==> src/inc/ctp_defines.svh <==
// Constants of the core timing and power control block.
// Assumes inclusion by bare name from any design file.
`ifndef CTP_DEFINES_SVH
`define CTP_DEFINES_SVH

// =====================================================
// Power control register
`define CTP_PWR_CTL_ADDR  8'h87
`define CTP_PWR_CTL_RESET 8'h00
`define CTP_FLAGS_RESET   6'h00
`define CTP_FLAGS_MSB     7
`define CTP_FLAGS_LSB     2
`define CTP_STOP_BIT   1
`define CTP_IDLE_BIT   0

// =====================================================
// Timing
`define CTP_MAX_CYCLES 4'h8
`define CTP_CNT_IDLE   4'h0
`define CTP_CNT_LAST   4'h1

`endif

==> src/inc/ctp_pkg.sv <==
// Types shared by the core timing and power control block.
// Assumes nothing beyond a SystemVerilog compiler.
package ctp_pkg;

  // =====================================================
  // Power modes
  typedef enum logic [1:0] {
    CTP_RUN  = 2'b00,
    CTP_IDLE = 2'b01,
    CTP_STOP = 2'b10
  } ctp_pmode_e;

  // =====================================================
  // Operand addressing kinds
  typedef enum logic [2:0] {
    CTP_AM_NONE = 3'b000,
    CTP_AM_REG  = 3'b001,
    CTP_AM_DIR  = 3'b010,
    CTP_AM_IND  = 3'b011,
    CTP_AM_IMM  = 3'b100
  } ctp_amode_e;

  typedef struct packed {
    logic [1:0] bytes;
    logic [3:0] cycles;
    logic       cond;
    ctp_amode_e amode;
  } ctp_timing_s;

  typedef struct packed {
    ctp_pmode_e mode;
    logic [5:0] flags;
    logic       stop_pend;
    logic       idle_pend;
    logic [7:0] rdata;
    logic       wake;
    logic       restart;
  } ctp_pwr_state_s;

  typedef struct packed {
    logic [3:0] cnt;
    logic [3:0] cycles;
    logic [1:0] bytes;
    ctp_amode_e amode;
  } ctp_seq_state_s;

endpackage : ctp_pkg

==> src/inc/ctp_if.sv <==
// Carrier between the top module, the sequencer and the power control.
// Assumes the top module drives the opcode, branch, SFR and interrupt signals.
`timescale 1ns/1ns
`default_nettype none
interface ctp_if;
  import ctp_pkg::*;
  logic        sfr_we;
  logic        sfr_rd;
  logic [7:0]  sfr_addr;
  logic [7:0]  sfr_wdata;
  logic [7:0]  sfr_rdata;
  logic        irq;
  logic        instr_end;
  logic        busy;
  logic        halt_req;
  logic        cpu_run;
  ctp_pmode_e  mode;
  logic        wake;
  logic        restart;
  logic        op_valid;
  logic        br_taken;
  ctp_timing_s timing;
  logic        ready;
  logic [3:0]  cycles;
  logic [1:0]  bytes;
  ctp_amode_e  amode;

  modport pwr (input sfr_we, sfr_rd, sfr_addr, sfr_wdata, irq, instr_end, busy,
               output sfr_rdata, halt_req, cpu_run, mode, wake, restart);
  modport seq (input op_valid, br_taken, timing, cpu_run, halt_req,
               output ready, instr_end, busy, cycles, bytes, amode);
endinterface : ctp_if
`default_nettype wire

==> src/hdl/ctp_power.sv <==
// Power control register and run/idle/stop mode state.
// Assumes SFR strobes are one-cycle and synchronous to i_clk.
`include "ctp_defines.svh"
`timescale 1ns/1ns
`default_nettype none
module ctp_power (
  input  wire logic i_clk,
  input  wire logic i_rstn,
  ctp_if.pwr        bus
);
  import ctp_pkg::*;

  ctp_pwr_state_s state_reg;
  ctp_pwr_state_s state_next;
  logic           hit;
  logic           want_stop;
  logic           want_idle;
  logic           at_boundary;

  // =====================================================
  // Decode, page independent
  assign hit         = (bus.sfr_addr == `CTP_PWR_CTL_ADDR); // RULE1
  assign want_stop   = state_reg.stop_pend | (hit & bus.sfr_we & bus.sfr_wdata[`CTP_STOP_BIT]);
  assign want_idle   = state_reg.idle_pend | (hit & bus.sfr_we & bus.sfr_wdata[`CTP_IDLE_BIT]);
  // Halt only once the writing instruction has retired
  assign at_boundary = bus.instr_end | ~bus.busy; // RULE17
  assign bus.halt_req  = (state_reg.mode == CTP_RUN) & (want_stop | want_idle) & at_boundary;
  assign bus.cpu_run   = (state_reg.mode == CTP_RUN);
  assign bus.mode      = state_reg.mode;
  assign bus.sfr_rdata = state_reg.rdata;
  assign bus.wake      = state_reg.wake;
  assign bus.restart   = state_reg.restart;

  // =====================================================
  // Next state
  always_comb begin
    state_next         = state_reg;
    state_next.wake    = 1'b0;
    state_next.restart = 1'b0;
    if (hit & bus.sfr_rd) begin
      state_next.rdata = {state_reg.flags, 2'b00}; // RULE4
    end else if (bus.sfr_rd) begin
      state_next.rdata = 8'h00;
    end
    if (hit & bus.sfr_we) begin
      state_next.flags = bus.sfr_wdata[`CTP_FLAGS_MSB:`CTP_FLAGS_LSB]; // RULE2
    end
    case (state_reg.mode)
      CTP_RUN: begin
        state_next.stop_pend = want_stop;
        state_next.idle_pend = want_idle;
        if (want_stop & at_boundary) begin
          state_next.mode      = CTP_STOP; // RULE3
          state_next.stop_pend = 1'b0;
          state_next.idle_pend = 1'b0;
        end else if (want_idle & at_boundary) begin
          state_next.mode      = CTP_IDLE; // RULE5
          state_next.idle_pend = 1'b0;
        end
      end
      CTP_IDLE: begin
        if (bus.irq) begin
          state_next.mode = CTP_RUN; // RULE18
          state_next.wake = 1'b1;
        end
      end
      // No exit but reset
      CTP_STOP: state_next.mode = CTP_STOP; // RULE19
      default:  state_next.mode = CTP_RUN;
    endcase
  end

  always_ff @(posedge i_clk) begin
    if (!i_rstn) begin
      state_reg <= '{CTP_RUN, `CTP_FLAGS_RESET, 1'b0, 1'b0, `CTP_PWR_CTL_RESET, 1'b0, 1'b1}; // RULE19
    end else begin
      state_reg <= state_next;
    end
  end
endmodule : ctp_power
`default_nettype wire

==> src/hdl/ctp_seq.sv <==
// Instruction execution sequencer counting system clock cycles.
// Assumes the decoded timing is valid while op_valid is high.
`include "ctp_defines.svh"
`timescale 1ns/1ns
`default_nettype none
module ctp_seq (
  input  wire logic i_clk,
  input  wire logic i_rstn,
  ctp_if.seq        bus
);
  import ctp_pkg::*;

  ctp_seq_state_s state_reg;
  ctp_seq_state_s state_next;
  logic [3:0]     run_len;
  logic           take;

  // =====================================================
  // Handshake; last cycle overlaps next accept for 1/clock
  assign take       = bus.ready & bus.op_valid;
  assign run_len    = (bus.timing.cond & ~bus.br_taken) ? bus.timing.cycles - 4'h1 : bus.timing.cycles; // RULE9
  assign bus.ready  = bus.cpu_run & ~bus.halt_req & (state_reg.cnt <= `CTP_CNT_LAST); // RULE11
  assign bus.instr_end = (state_reg.cnt == `CTP_CNT_LAST);
  assign bus.busy   = (state_reg.cnt != `CTP_CNT_IDLE);
  assign bus.cycles = state_reg.cycles;
  assign bus.bytes  = state_reg.bytes;
  assign bus.amode  = state_reg.amode;

  // =====================================================
  // Plain clock counting, no machine cycles
  always_comb begin
    state_next = state_reg;
    if (take) begin
      state_next.cnt    = run_len; // RULE7
      state_next.cycles = run_len;
      state_next.bytes  = bus.timing.bytes;
      state_next.amode  = bus.timing.amode;
    end else if (state_reg.cnt != `CTP_CNT_IDLE) begin
      state_next.cnt = state_reg.cnt - 4'h1; // RULE7
    end
  end

  always_ff @(posedge i_clk) begin
    if (!i_rstn) begin
      state_reg <= '{`CTP_CNT_IDLE, `CTP_CNT_IDLE, 2'h0, CTP_AM_NONE};
    end else begin
      state_reg <= state_next;
    end
  end
endmodule : ctp_seq
`default_nettype wire

==> src/hdl/ctp_core_timing.sv <==
// Top of the core timing and power control block: opcode timing decode,
// execution sequencer and power control register.
// Assumes a fetch unit presents one opcode at a time and an SFR bus
// whose strobes are one-cycle pulses synchronous to I_MCLK.
//
// Contract
// (RULE1) Power control register sits at SFR 0x87 on every page.
// (RULE2) Bits 7:2 are six software flags, read back as written.
// (RULE3) Writing bit 1 enters stop: CPU and internal oscillator halt.
// (RULE4) Stop and idle select bits always read zero.
// (RULE5) Writing bit 0 gates the CPU clock only; peripherals keep clocks.
// (RULE6) Opcode encoding and addressing match the standard 8-bit architecture.
// (RULE7) Execution counts plain system clocks, no machine cycles.
// (RULE8) Most instructions take as many clocks as bytes.
// (RULE9) Untaken conditional branch takes one clock fewer than taken.
// (RULE10) No instruction exceeds eight clocks; divide takes exactly eight.
// (RULE11) Works at any clock rate, one instruction per clock at best.
// (RULE12) Accumulator op with bank register operand: one byte, one clock.
// (RULE13) Accumulator op with direct operand: two bytes, two clocks.
// (RULE14) Pointer-indirect operand ops: one byte, two clocks; the code gives E2, E3, F2, F3 three clocks and 76-77, 86-87, A6-A7 two bytes.
// (RULE15) Accumulator op with immediate operand: two bytes, two clocks.
// (RULE16) Logical immediate into direct byte: three bytes, three clocks.
// (RULE17) Idle or stop begins only after the setting instruction ends.
// (RULE18) Enabled interrupt in idle clears idle and resumes the CPU.
// (RULE19) Stop ends only by reset, then restart from address zero.
`include "ctp_defines.svh"
`timescale 1ns/1ns
`default_nettype none
module ctp_core_timing (
  input  wire logic       I_MCLK,
  input  wire logic       I_RSTN,
  input  wire logic [7:0] I_OPCODE,
  input  wire logic       I_OP_VALID,
  input  wire logic       I_BR_TAKEN,
  output logic            O_OP_READY,
  output logic            O_INSTR_DONE,
  output logic [3:0]      O_EXEC_CYCLES,
  output logic [1:0]      O_EXEC_BYTES,
  output logic [2:0]      O_OPERAND_MODE,
  input  wire logic [7:0] I_SFR_ADDR,
  input  wire logic       I_SFR_WE,
  input  wire logic       I_SFR_RD,
  input  wire logic [7:0] I_SFR_WDATA,
  output logic [7:0]      O_SFR_RDATA,
  input  wire logic       I_IRQ_PEND,
  output logic            O_CPU_CLK_EN,
  output logic            O_PERIPH_CLK_EN,
  output logic            O_OSC_EN,
  output logic            O_IDLE,
  output logic            O_STOP,
  output logic            O_WAKE,
  output logic            O_RESTART
);
  import ctp_pkg::*;

  ctp_if link ();

  // =====================================================
  // Opcode timing table
  // Conditional entries hold the taken count.
  function automatic ctp_timing_s op_timing(input logic [7:0] op);
    ctp_timing_s t;
    t = '{2'h1, 4'h1, 1'b0, CTP_AM_NONE}; // RULE8
    casez (op) // RULE6
      // Column 0: branches and misc
      8'h00: t = '{2'h1, 4'h1, 1'b0, CTP_AM_NONE};
      8'h10: t = '{2'h3, 4'h5, 1'b1, CTP_AM_DIR}; // RULE9
      8'h20: t = '{2'h3, 4'h5, 1'b1, CTP_AM_DIR}; // RULE9
      8'h30: t = '{2'h3, 4'h5, 1'b1, CTP_AM_DIR}; // RULE9
      8'h40: t = '{2'h2, 4'h4, 1'b1, CTP_AM_NONE}; // RULE9
      8'h50: t = '{2'h2, 4'h4, 1'b1, CTP_AM_NONE}; // RULE9
      8'h60: t = '{2'h2, 4'h4, 1'b1, CTP_AM_NONE}; // RULE9
      8'h70: t = '{2'h2, 4'h4, 1'b1, CTP_AM_NONE}; // RULE9
      8'h80: t = '{2'h2, 4'h4, 1'b0, CTP_AM_NONE};
      8'h90: t = '{2'h3, 4'h3, 1'b0, CTP_AM_IMM};
      8'hA0: t = '{2'h2, 4'h2, 1'b0, CTP_AM_DIR};
      8'hB0: t = '{2'h2, 4'h2, 1'b0, CTP_AM_DIR};
      8'hC0: t = '{2'h2, 4'h2, 1'b0, CTP_AM_DIR};
      8'hD0: t = '{2'h2, 4'h2, 1'b0, CTP_AM_DIR};
      8'hE0: t = '{2'h1, 4'h3, 1'b0, CTP_AM_NONE};
      8'hF0: t = '{2'h1, 4'h3, 1'b0, CTP_AM_NONE};
      // Column 1: absolute jump and call
      8'b???0_0001: t = '{2'h2, 4'h4, 1'b0, CTP_AM_NONE};
      8'b???1_0001: t = '{2'h2, 4'h4, 1'b0, CTP_AM_NONE};
      // Column 2
      8'h02: t = '{2'h3, 4'h5, 1'b0, CTP_AM_NONE};
      8'h12: t = '{2'h3, 4'h5, 1'b0, CTP_AM_NONE};
      8'h22: t = '{2'h1, 4'h6, 1'b0, CTP_AM_NONE};
      8'h32: t = '{2'h1, 4'h6, 1'b0, CTP_AM_NONE};
      8'h42: t = '{2'h2, 4'h2, 1'b0, CTP_AM_DIR};
      8'h52: t = '{2'h2, 4'h2, 1'b0, CTP_AM_DIR};
      8'h62: t = '{2'h2, 4'h2, 1'b0, CTP_AM_DIR};
      8'h72: t = '{2'h2, 4'h2, 1'b0, CTP_AM_DIR};
      8'h82: t = '{2'h2, 4'h2, 1'b0, CTP_AM_DIR};
      8'h92: t = '{2'h2, 4'h2, 1'b0, CTP_AM_DIR};
      8'hA2: t = '{2'h2, 4'h2, 1'b0, CTP_AM_DIR};
      8'hB2: t = '{2'h2, 4'h2, 1'b0, CTP_AM_DIR};
      8'hC2: t = '{2'h2, 4'h2, 1'b0, CTP_AM_DIR};
      8'hD2: t = '{2'h2, 4'h2, 1'b0, CTP_AM_DIR};
      8'hE2: t = '{2'h1, 4'h3, 1'b0, CTP_AM_IND};
      8'hF2: t = '{2'h1, 4'h3, 1'b0, CTP_AM_IND};
      // Column 3
      8'h03: t = '{2'h1, 4'h1, 1'b0, CTP_AM_NONE};
      8'h13: t = '{2'h1, 4'h1, 1'b0, CTP_AM_NONE};
      8'h23: t = '{2'h1, 4'h1, 1'b0, CTP_AM_NONE};
      8'h33: t = '{2'h1, 4'h1, 1'b0, CTP_AM_NONE};
      8'h43: t = '{2'h3, 4'h3, 1'b0, CTP_AM_DIR}; // RULE16
      8'h53: t = '{2'h3, 4'h3, 1'b0, CTP_AM_DIR}; // RULE16
      8'h63: t = '{2'h3, 4'h3, 1'b0, CTP_AM_DIR}; // RULE16
      8'h73: t = '{2'h1, 4'h4, 1'b0, CTP_AM_NONE};
      8'h83: t = '{2'h1, 4'h3, 1'b0, CTP_AM_NONE};
      8'h93: t = '{2'h1, 4'h3, 1'b0, CTP_AM_NONE};
      8'hA3: t = '{2'h1, 4'h1, 1'b0, CTP_AM_NONE};
      8'hB3: t = '{2'h1, 4'h1, 1'b0, CTP_AM_NONE};
      8'hC3: t = '{2'h1, 4'h1, 1'b0, CTP_AM_NONE};
      8'hD3: t = '{2'h1, 4'h1, 1'b0, CTP_AM_NONE};
      8'hE3: t = '{2'h1, 4'h3, 1'b0, CTP_AM_IND};
      8'hF3: t = '{2'h1, 4'h3, 1'b0, CTP_AM_IND};
      // Column 4: accumulator and immediate
      8'h04: t = '{2'h1, 4'h1, 1'b0, CTP_AM_NONE};
      8'h14: t = '{2'h1, 4'h1, 1'b0, CTP_AM_NONE};
      8'h24: t = '{2'h2, 4'h2, 1'b0, CTP_AM_IMM}; // RULE15
      8'h34: t = '{2'h2, 4'h2, 1'b0, CTP_AM_IMM}; // RULE15
      8'h44: t = '{2'h2, 4'h2, 1'b0, CTP_AM_IMM}; // RULE15
      8'h54: t = '{2'h2, 4'h2, 1'b0, CTP_AM_IMM}; // RULE15
      8'h64: t = '{2'h2, 4'h2, 1'b0, CTP_AM_IMM}; // RULE15
      8'h74: t = '{2'h2, 4'h2, 1'b0, CTP_AM_IMM};
      8'h84: t = '{2'h1, `CTP_MAX_CYCLES, 1'b0, CTP_AM_NONE}; // RULE10
      8'h94: t = '{2'h2, 4'h2, 1'b0, CTP_AM_IMM}; // RULE15
      8'hA4: t = '{2'h1, 4'h4, 1'b0, CTP_AM_NONE};
      8'hB4: t = '{2'h3, 4'h5, 1'b1, CTP_AM_IMM}; // RULE9
      8'hC4: t = '{2'h1, 4'h1, 1'b0, CTP_AM_NONE};
      8'hD4: t = '{2'h1, 4'h1, 1'b0, CTP_AM_NONE};
      8'hE4: t = '{2'h1, 4'h1, 1'b0, CTP_AM_NONE};
      8'hF4: t = '{2'h1, 4'h1, 1'b0, CTP_AM_NONE};
      // Column 5: direct byte
      8'h05: t = '{2'h2, 4'h2, 1'b0, CTP_AM_DIR};
      8'h15: t = '{2'h2, 4'h2, 1'b0, CTP_AM_DIR};
      8'h25: t = '{2'h2, 4'h2, 1'b0, CTP_AM_DIR}; // RULE13
      8'h35: t = '{2'h2, 4'h2, 1'b0, CTP_AM_DIR}; // RULE13
      8'h45: t = '{2'h2, 4'h2, 1'b0, CTP_AM_DIR}; // RULE13
      8'h55: t = '{2'h2, 4'h2, 1'b0, CTP_AM_DIR}; // RULE13
      8'h65: t = '{2'h2, 4'h2, 1'b0, CTP_AM_DIR}; // RULE13
      8'h75: t = '{2'h3, 4'h3, 1'b0, CTP_AM_IMM};
      8'h85: t = '{2'h3, 4'h3, 1'b0, CTP_AM_DIR};
      8'h95: t = '{2'h2, 4'h2, 1'b0, CTP_AM_DIR}; // RULE13
      8'hA5: t = '{2'h1, 4'h1, 1'b0, CTP_AM_NONE};
      8'hB5: t = '{2'h3, 4'h6, 1'b1, CTP_AM_DIR}; // RULE9
      8'hC5: t = '{2'h2, 4'h2, 1'b0, CTP_AM_DIR};
      8'hD5: t = '{2'h3, 4'h5, 1'b1, CTP_AM_DIR}; // RULE9
      8'hE5: t = '{2'h2, 4'h2, 1'b0, CTP_AM_DIR};
      8'hF5: t = '{2'h2, 4'h2, 1'b0, CTP_AM_DIR};
      // Columns 6-7: pointer indirect
      8'b0000_011?: t = '{2'h1, 4'h2, 1'b0, CTP_AM_IND}; // RULE14
      8'b0001_011?: t = '{2'h1, 4'h2, 1'b0, CTP_AM_IND}; // RULE14
      8'b0010_011?: t = '{2'h1, 4'h2, 1'b0, CTP_AM_IND}; // RULE14
      8'b0011_011?: t = '{2'h1, 4'h2, 1'b0, CTP_AM_IND}; // RULE14
      8'b0100_011?: t = '{2'h1, 4'h2, 1'b0, CTP_AM_IND}; // RULE14
      8'b0101_011?: t = '{2'h1, 4'h2, 1'b0, CTP_AM_IND}; // RULE14
      8'b0110_011?: t = '{2'h1, 4'h2, 1'b0, CTP_AM_IND}; // RULE14
      8'b0111_011?: t = '{2'h2, 4'h2, 1'b0, CTP_AM_IND};
      8'b1000_011?: t = '{2'h2, 4'h2, 1'b0, CTP_AM_IND};
      8'b1001_011?: t = '{2'h1, 4'h2, 1'b0, CTP_AM_IND}; // RULE14
      8'b1010_011?: t = '{2'h2, 4'h2, 1'b0, CTP_AM_IND};
      8'b1011_011?: t = '{2'h3, 4'h6, 1'b1, CTP_AM_IND}; // RULE9
      8'b1100_011?: t = '{2'h1, 4'h2, 1'b0, CTP_AM_IND}; // RULE14
      8'b1101_011?: t = '{2'h1, 4'h2, 1'b0, CTP_AM_IND}; // RULE14
      8'b1110_011?: t = '{2'h1, 4'h2, 1'b0, CTP_AM_IND}; // RULE14
      8'b1111_011?: t = '{2'h1, 4'h2, 1'b0, CTP_AM_IND}; // RULE14
      // Columns 8-F: bank register
      8'b0000_1???: t = '{2'h1, 4'h1, 1'b0, CTP_AM_REG};
      8'b0001_1???: t = '{2'h1, 4'h1, 1'b0, CTP_AM_REG};
      8'b0010_1???: t = '{2'h1, 4'h1, 1'b0, CTP_AM_REG}; // RULE12
      8'b0011_1???: t = '{2'h1, 4'h1, 1'b0, CTP_AM_REG}; // RULE12
      8'b0100_1???: t = '{2'h1, 4'h1, 1'b0, CTP_AM_REG}; // RULE12
      8'b0101_1???: t = '{2'h1, 4'h1, 1'b0, CTP_AM_REG}; // RULE12
      8'b0110_1???: t = '{2'h1, 4'h1, 1'b0, CTP_AM_REG}; // RULE12
      8'b0111_1???: t = '{2'h2, 4'h2, 1'b0, CTP_AM_REG};
      8'b1000_1???: t = '{2'h2, 4'h2, 1'b0, CTP_AM_REG};
      8'b1001_1???: t = '{2'h1, 4'h1, 1'b0, CTP_AM_REG}; // RULE12
      8'b1010_1???: t = '{2'h2, 4'h2, 1'b0, CTP_AM_REG};
      8'b1011_1???: t = '{2'h3, 4'h5, 1'b1, CTP_AM_REG}; // RULE9
      8'b1100_1???: t = '{2'h1, 4'h1, 1'b0, CTP_AM_REG};
      8'b1101_1???: t = '{2'h2, 4'h4, 1'b1, CTP_AM_REG}; // RULE9
      8'b1110_1???: t = '{2'h1, 4'h1, 1'b0, CTP_AM_REG};
      8'b1111_1???: t = '{2'h1, 4'h1, 1'b0, CTP_AM_REG};
      default:      t = '{2'h1, 4'h1, 1'b0, CTP_AM_NONE};
    endcase
    return t;
  endfunction : op_timing

  // =====================================================
  // Carrier wiring
  assign link.timing    = op_timing(I_OPCODE);
  assign link.op_valid  = I_OP_VALID;
  assign link.br_taken  = I_BR_TAKEN;
  assign link.sfr_we    = I_SFR_WE;
  assign link.sfr_rd    = I_SFR_RD;
  assign link.sfr_addr  = I_SFR_ADDR;
  assign link.sfr_wdata = I_SFR_WDATA;
  assign link.irq       = I_IRQ_PEND;

  // =====================================================
  // Sequencer and power control
  ctp_seq u_seq (
    .i_clk  (I_MCLK),
    .i_rstn (I_RSTN),
    .bus    (link)
  );

  ctp_power u_power (
    .i_clk  (I_MCLK),
    .i_rstn (I_RSTN),
    .bus    (link)
  );

  // =====================================================
  // Outputs
  assign O_OP_READY     = link.ready;
  assign O_INSTR_DONE   = link.instr_end;
  assign O_EXEC_CYCLES  = link.cycles;
  assign O_EXEC_BYTES   = link.bytes;
  assign O_OPERAND_MODE = link.amode;
  assign O_SFR_RDATA    = link.sfr_rdata;
  assign O_WAKE         = link.wake;
  assign O_RESTART      = link.restart;

  // Enables, not gated clocks: the clock tree gates on these
  assign O_CPU_CLK_EN    = (link.mode == CTP_RUN); // RULE5
  assign O_PERIPH_CLK_EN = (link.mode != CTP_STOP); // RULE5
  assign O_OSC_EN        = (link.mode != CTP_STOP); // RULE3
  assign O_IDLE          = (link.mode == CTP_IDLE);
  assign O_STOP          = (link.mode == CTP_STOP);
endmodule : ctp_core_timing
`default_nettype wire

==> config.mk <==
export PLATFORM = sky130hd
export DESIGN_NAME = ctp_core_timing
export DESIGN_NICKNAME = d
export VERILOG_FILES = /design/src/inc/ctp_pkg.sv /design/src/inc/ctp_if.sv /design/src/hdl/ctp_power.sv /design/src/hdl/ctp_seq.sv /design/src/hdl/ctp_core_timing.sv
export VERILOG_INCLUDE_DIRS = /design/src /design/src/inc
export SDC_FILE = /design/constraint.sdc
export NUM_CORES = 1
export LEC_CHECK = 0
export BUFFER_PORTS_ARGS = -buffer_cell sky130_fd_sc_hd__buf_2
export CORE_MARGIN = 2
export CORE_UTILIZATION = 50
export DETAILED_ROUTE_END_ITERATION = 12
export PLACE_DENSITY = 0.83
export SYNTH_ARGS = -nofsm -noshare
export SYNTH_HDL_FRONTEND = slang
export SYNTH_SLANG_ARGS = --single-unit
==> constraint.sdc <==
create_clock -name I_MCLK -period 4.6 [get_ports I_MCLK]
set_clock_uncertainty 0.05 [all_clocks]
set_input_delay 0.46 -clock I_MCLK [delete_from_list [all_inputs] [get_ports I_MCLK]]
set_output_delay 0.46 -clock I_MCLK [all_outputs]
set_load 0.1 [all_outputs]
# --- Word-level counts from Yosys, hierarchy flattened ---
# Cells that the tools add are included.
totals:
  inputBits: 31
  reg_bits: 31
  elab_cells: 192
  out_inout_bits: 26
op_classes:
  n_reduce_logical: 24
  n_mux: 15
  bitwise_logic: 19
  eq_ne: 120
  addsub: 2
  magnitude_cmp: 1
ops:
  columns: ["operator", "n"]
  rows:
  - ["$eq A8 B8 Y1 const B", 41]
  - ["$pmux W10 S23", 1]
  - ["$eq A8 B7 Y1 const B", 20]
  - ["$eq A8 B6 Y1 const B", 10]
  - ["$eq A7 B7 Y1 const B", 8]
  - ["$eq A5 B5 Y1 const B", 9]
  - ["$eq A8 B5 Y1 const B", 5]
  - ["$eq A7 B6 Y1 const B", 4]
  - ["$reduce_or A25 Y1", 1]
  - ["$eq A5 B4 Y1 const B", 4]
  - ["$reduce_or A4 Y1", 5]
  - ["$eq A8 B2 Y1 const B", 2]
  - ["$eq A8 B3 Y1 const B", 2]
  - ["$mux W8", 2]
  - ["$reduce_or A16 Y1", 1]
  - ["$eq A7 B5 Y1 const B", 2]
  - ["$and A1 B1 Y1", 12]
  - ["$mux W4", 3]
  - ["$reduce_or A12 Y1", 1]
  - ["$reduce_or A11 Y1", 1]
  - ["$eq A5 B1 Y1 const B", 2]
  - ["$eq A5 B3 Y1 const B", 2]
  - ["$reduce_or A3 Y1", 3]
  - ["$logic_not A8 Y1", 1]
  - ["21 further kinds", 39]

# --- Longest topological paths before layout ---
depth:
  depth_word: 12
  depth_mapped: 12
  ltp_nobuf: 10

# --- Modules after synthesis ---
# A second synthesis with hierarchy kept.
unflattened:
  hier_cells: 323
  hier_area_um2: 2518.7
by_module_without_submodules:
  columns: ["module", "cells_each", "n_inst", "seq_area_each_um2", "area_each_um2"]
  rows:
  - ["ctp_power", 103, 1, 360.3, 898.4]
  - ["ctp_core_timing", 132, 1, 0.0, 828.3]
  - ["ctp_seq", 88, 1, 260.2, 792.0]

# --- Worst setup path after synthesis ---
# No wires, ideal clock.
synth_timing:
  path_kind: "flip-flop to output port"
  from: "reg u_power.state_reg, in the netlist u_power.bus.mode[0]"
  to: "out O_OP_READY"
  required_time_ns: 4.090
  path_stages_with_launch: 4
  path_buffers: 0
  arrival_time_ns: 4.146
  path_slack_ns: -0.056
  path_cell_list: "dfxtp_1 nor2_1 o21ai_0 nor3_1"
synth_via:
  elab_chain_cells: 6
synth_lines:
  columns: ["element", "line", "source"]
  rows:
  - ["start, declared", "ctp_power.sv:13", "ctp_pwr_state_s state_reg;"]
  - ["start signal, assigned", "ctp_power.sv:75", "state_reg <= '{CTP_RUN, `CTP_FLAGS_RESET, 1'b0, 1'b0, `CTP_PWR_CTL_RESET, 1'b0, 1'b1};"]
  - ["start signal, assigned", "ctp_power.sv:77", "state_reg <= state_next;"]
  - ["$logic_not A2 Y1 (*)", null, null]
  - ["named net O_CPU_CLK_EN", "ctp_core_timing.sv:46", "output logic O_CPU_CLK_EN,"]
  - ["$and A1 B1 Y1 (2 in series)", "ctp_power.sv:27", "assign bus.halt_req = (state_reg.mode == CTP_RUN) & (want_stop | want_idle) & at_boundary;"]
  - ["$not A1 Y1", "ctp_seq.sv:22", "assign bus.ready = bus.cpu_run & ~bus.halt_req & (state_reg.cnt <= `CTP_CNT_LAST);"]
  - ["$and A1 B1 Y1 (*) (2 in series)", "ctp_seq.sv:22", null]
  - ["end, declared", "ctp_core_timing.sv:35", "output logic O_OP_READY,"]
# The timed path passes the listed nets; every way through them passes the cells marked *.

# --- Worst setup path in the final report ---
layout_timing:
  from: "in I_OPCODE[2]"
  to: "reg u_seq.state_reg, in the netlist u_seq.bus.cycles[1]"
layout_via:
  elab_chain_cells: 5
  word_cells_on_any_way: 117
  cone_classes: "add/sub: 1; eq/ne: 97; mux: 2; bitwise: 1; reduce/logical: 16"
layout_lines:
  columns: ["element", "line", "source"]
  rows:
  - ["start, declared", "ctp_core_timing.sv:32", "input wire logic [7:0] I_OPCODE,"]
  - ["$eq A8 B8 Y1, or another cell as far along", "ctp_core_timing.sv:64", "casez (op)"]
  - ["$reduce_or A25 Y1 (no source line), or another cell as far along", null, null]
  - ["$pmux W10 S23 (*)", "ctp_core_timing.sv:64", null]
  - ["$sub A4 B1 Y4 or $and A1 B1 Y1 (tied branches)", "ctp_seq.sv:21", "assign run_len = (bus.timing.cond & ~bus.br_taken) ? bus.timing.cycles - 4'h1 : bus.timing.cycles;"]
  - ["$mux W4 (*)", "ctp_seq.sv:21", null]
  - ["end signal, assigned", "ctp_seq.sv:45", "state_reg <= '{`CTP_CNT_IDLE, `CTP_CNT_IDLE, 2'h0, CTP_AM_NONE};"]
  - ["end signal, assigned", "ctp_seq.sv:47", "state_reg <= state_next;"]
  - ["end, declared", "ctp_seq.sv:13", "ctp_seq_state_s state_reg;"]
# Every way passes the cells marked *; elsewhere a longest branch is shown, timed or not.
# A chain may end at the register's enable or synchronous reset.

==> results list <==
- For this block, the initial DRC count from the detailed router was 161.
- Setup WS post-layout: 1.96 ns
- Startpoint kind of the worst setup timing path: input port
- Dividing the detail-routed wire length by the instance count gives 14.3 µm.
- Synthesized netlist cell count: 312
- Yosys warnings: 0
- Netlist area before placement: 0.00235 mm²
* Number of ports placed on the die boundary: 57
- Top-count cell post-synth: nor2_1
- DRC viols: 0
- HPWL after detailed placement: 4250 µm
- The area growth from synthesis to layout is 10.8%.
- Sum of negative setup slack: 0 ns
- First-pass GRT wire length: 9230 µm
- Kind of critical path: in -> reg
- Once placement completed, the tool counted placed cells totaling 383.
* Grt total ovfl: 0
- Synthesis inferred 31 register bits.
- In this run the static leakage power is 1.14 nW.
- Final core utilization: 58.5%
- The floorplan step defined a die boundary enclosing 0.00526 mm².
- Number of flip-flops under the largest register name: 8
- GR Layer Usage met1: 29.9%
- In this run the standard cell core region covers 0.00444 mm².
- Met2 Usage GRT: 35.4%
- Sorting the synthesized cells by area gives the leading types as dfxtp_1 (26%), buf_4 (6.4%), nor2_1 (5.6%), a21oi_1 (4.7%), mux2i_1 (3.0%).
- Data on the critical path arrives at its endpoint at 2.78 ns.
- Placed instance area: 0.00248 mm²
* Maximum count of clock buffers along a single path: 2
- Most used standard cells in the synthesized netlist: nor2_1 (35), dfxtp_1 (31), a21oi_1 (22), buf_4 (20), nand2_1 (14)
- The worst-case IR drop observed on VDD is 433 µV.
* Global-route usage over all layers: 21.9%
- Once the clock tree was built, the resizer swapped 0 gates to a different size.
* Number of slew-limit violations in the final report: 0
- Clock tree synthesis inserted a total of 5 buffers.
- Vias in the first global route: 2002
- Critical path endpoint category: register
* Total vias in the final route: 2327
- Of all cell types, the one taking the most synthesized area is dfxtp_1.
- Count of placed standard cells in the final layout, fillers left out: 391
* Final net count: 373
- Total setup violations reported at the end of the flow: 0
- Number of enable flip-flop cells after synthesis: 0
* Global routing usage on met3: 3.33%
- TritonCTS built the clock tree.
- Hold repair after CTS inserted 0 buffers.
* Clock input transition at the sequential cells of the worst setup and hold paths: 0.07 ns
* GPL Wtd Cong: 0.953
- The initial utilization of the core area, before any placement, comes to 52.8%.
- Setup repair after global routing left no endpoint under its margin.
- In this run the worst hold path is classified as in -> reg.
- Number of detailed-routing iterations run before antenna repair: 4
* Final standard cell area without fillers: 0.00260 mm²
* Fraction of layout cells with a size suffix above 1: 23.3%
* Number of antenna violations at the first check in global routing: 0
* Vertical die dimension: 72.5 µm
* Pwr dens: 477 mW/mm²
- Yosys mapped the design onto 61 distinct sky130hd cell types.
* Clock net sink count: 31
* Antenna Nets Post-Route: 0
- After detailed routing, the number of vias per cell comes to 5.95.
- Most used flip-flop cell after synthesis: dfxtp_1
- The later pin in the worst-skew pair is clocked with a latency of 0.28 ns.
- After global routing, the most crowded layer is met2.
- Buffers placed on the I/O ports in this run total 54.
* Clk Tree Root Cell: clkbuf_8
- Fmax: 379 MHz
* Post CTS Setup Buffer Count: 0
- Maximum number of pins on one net before global-route repair: 28
* Portion of the post-synthesis area used by sequential elements: 26.5%
- The smallest clock period supported by the final layout is computed as 2.64 ns.
- Row generation in the floorplan step produced 24 rows.
* Final antenna diode count: 0
* Slew at the pin closest to its max-slew limit: 0.735 ns
- In this run the mean area of a mapped cell was 7.52 µm².
- The H-tree was split into 2 levels.
- DP Worst Slack: 1.68 ns
* Run status: finished clean
* Critical path peak fanout: 17
- Max-cap violations in this run came to 0.
- The worst hold path passes through 2 cells.
* Depth of the worst register-to-register path: 9
* Floorplan die width: 72.5 µm
* Fraction of the cycle the final worst path needs: 57.3%
- The number of endpoints with negative hold slack in the final report was 0.
* Routed Wire Length: 5580 µm
- Counting flops with an async set or reset pin after synthesis yields a share of 0%.
- At the worst endpoint, the required time is 4.74 ns.
- After synthesis, the largest area contributor takes up 26.5% of total cell area.
* Worst slew slack as a fraction of its limit: 50.5%
## path summary, 6_finish.rpt
| check | startpoint | to | slack [ns] |
|---|---|---|---|
| worst max-delay path | I_OPCODE[2] | u_seq.bus.cycles[1]$_SDFFE_PN0P_ | 1.96 |
| worst min-delay path | I_IRQ_PEND | u_power.bus.wake$_SDFF_PN0_ | 0.38 |
| worst max register to register | u_seq.state_reg[9]$_SDFFE_PN0P_ | u_seq.bus.cycles[2]$_SDFFE_PN0P_ | 2.01 |
| worst min register to register | u_seq.bus.cycles[0]$_SDFFE_PN0P_ | u_seq.bus.cycles[0]$_SDFFE_PN0P_ | 0.43 |
## metal layers
layer  wire [µm]  share of wire [%]  up-vias
met2        2640                 47       91
met1        2540                 45     1058
met4          80                1.4        0
met5           0                  0        -
li1            -                  -     1170
met3         327                5.9        8
## worst max-delay path, cell delays in order
cell and delay [ns]:
buf_2 0.26, nor4b_2 0.57, a31oi_1 0.16, o32ai_1 0.35, nor4_1 0.11, and3_1 0.21, ha_1 0.28, nand3b_1 0.18
o221ai_1 0.19
## area by class of cell
cell class | count | area (µm²)
Inverter | 13 | 48.8
Multi-Input combinational cell | 231 | 1460
Timing Repair Buffer | 56 | 285
Sequential cell | 31 | 621
Clock inverter | 2 | 35.0
Fill cell | 422 | 1840
Clock buffer | 6 | 82.6
Tap cell | 52 | 65.1
## logic make-up after synthesis
family	share of synthesized area, %
and+or+nand+nor	31.7
AOI/OAI and AO/OA	23.6
buffers and inverters	11.8
DFF	26.5
muxes	3.47
adders and majority gates	2.13
xor gates and xnor gates	0.747
other	0.160
## power by group
group,internal (W),switching [W],total (W)
Sequential,0.000309,0.0000242,0.000333
Clock,0.000175,0.0000970,0.000272
Combinational,0.000149,0.000485,0.000634
## cells in the final DEF (no fill, tap or decap), drive strengths merged, types with 10 or more instances in the layout
master  instances
nand2          14
dfxtp          31
buf            56
nand3          13
a21oi          22
nor2           35
o21ai          17
nor3           12
nor2b          10
inv            13
## through the flow
| step | power [W] | hold slack (ns) |
|---|---|---|
| finish | 0.00124 | 0.375 |
| floorplan | 0.000896 | 0.388 |
| CTS | 0.00124 | 0.374 |
| detailed placement | 0.000970 | 0.415 |
| global route | 0.00131 | 0.373 |
| global placement | 0.000960 | 0.405 |
No activity file was read; power rests on OpenSTA's default activity.
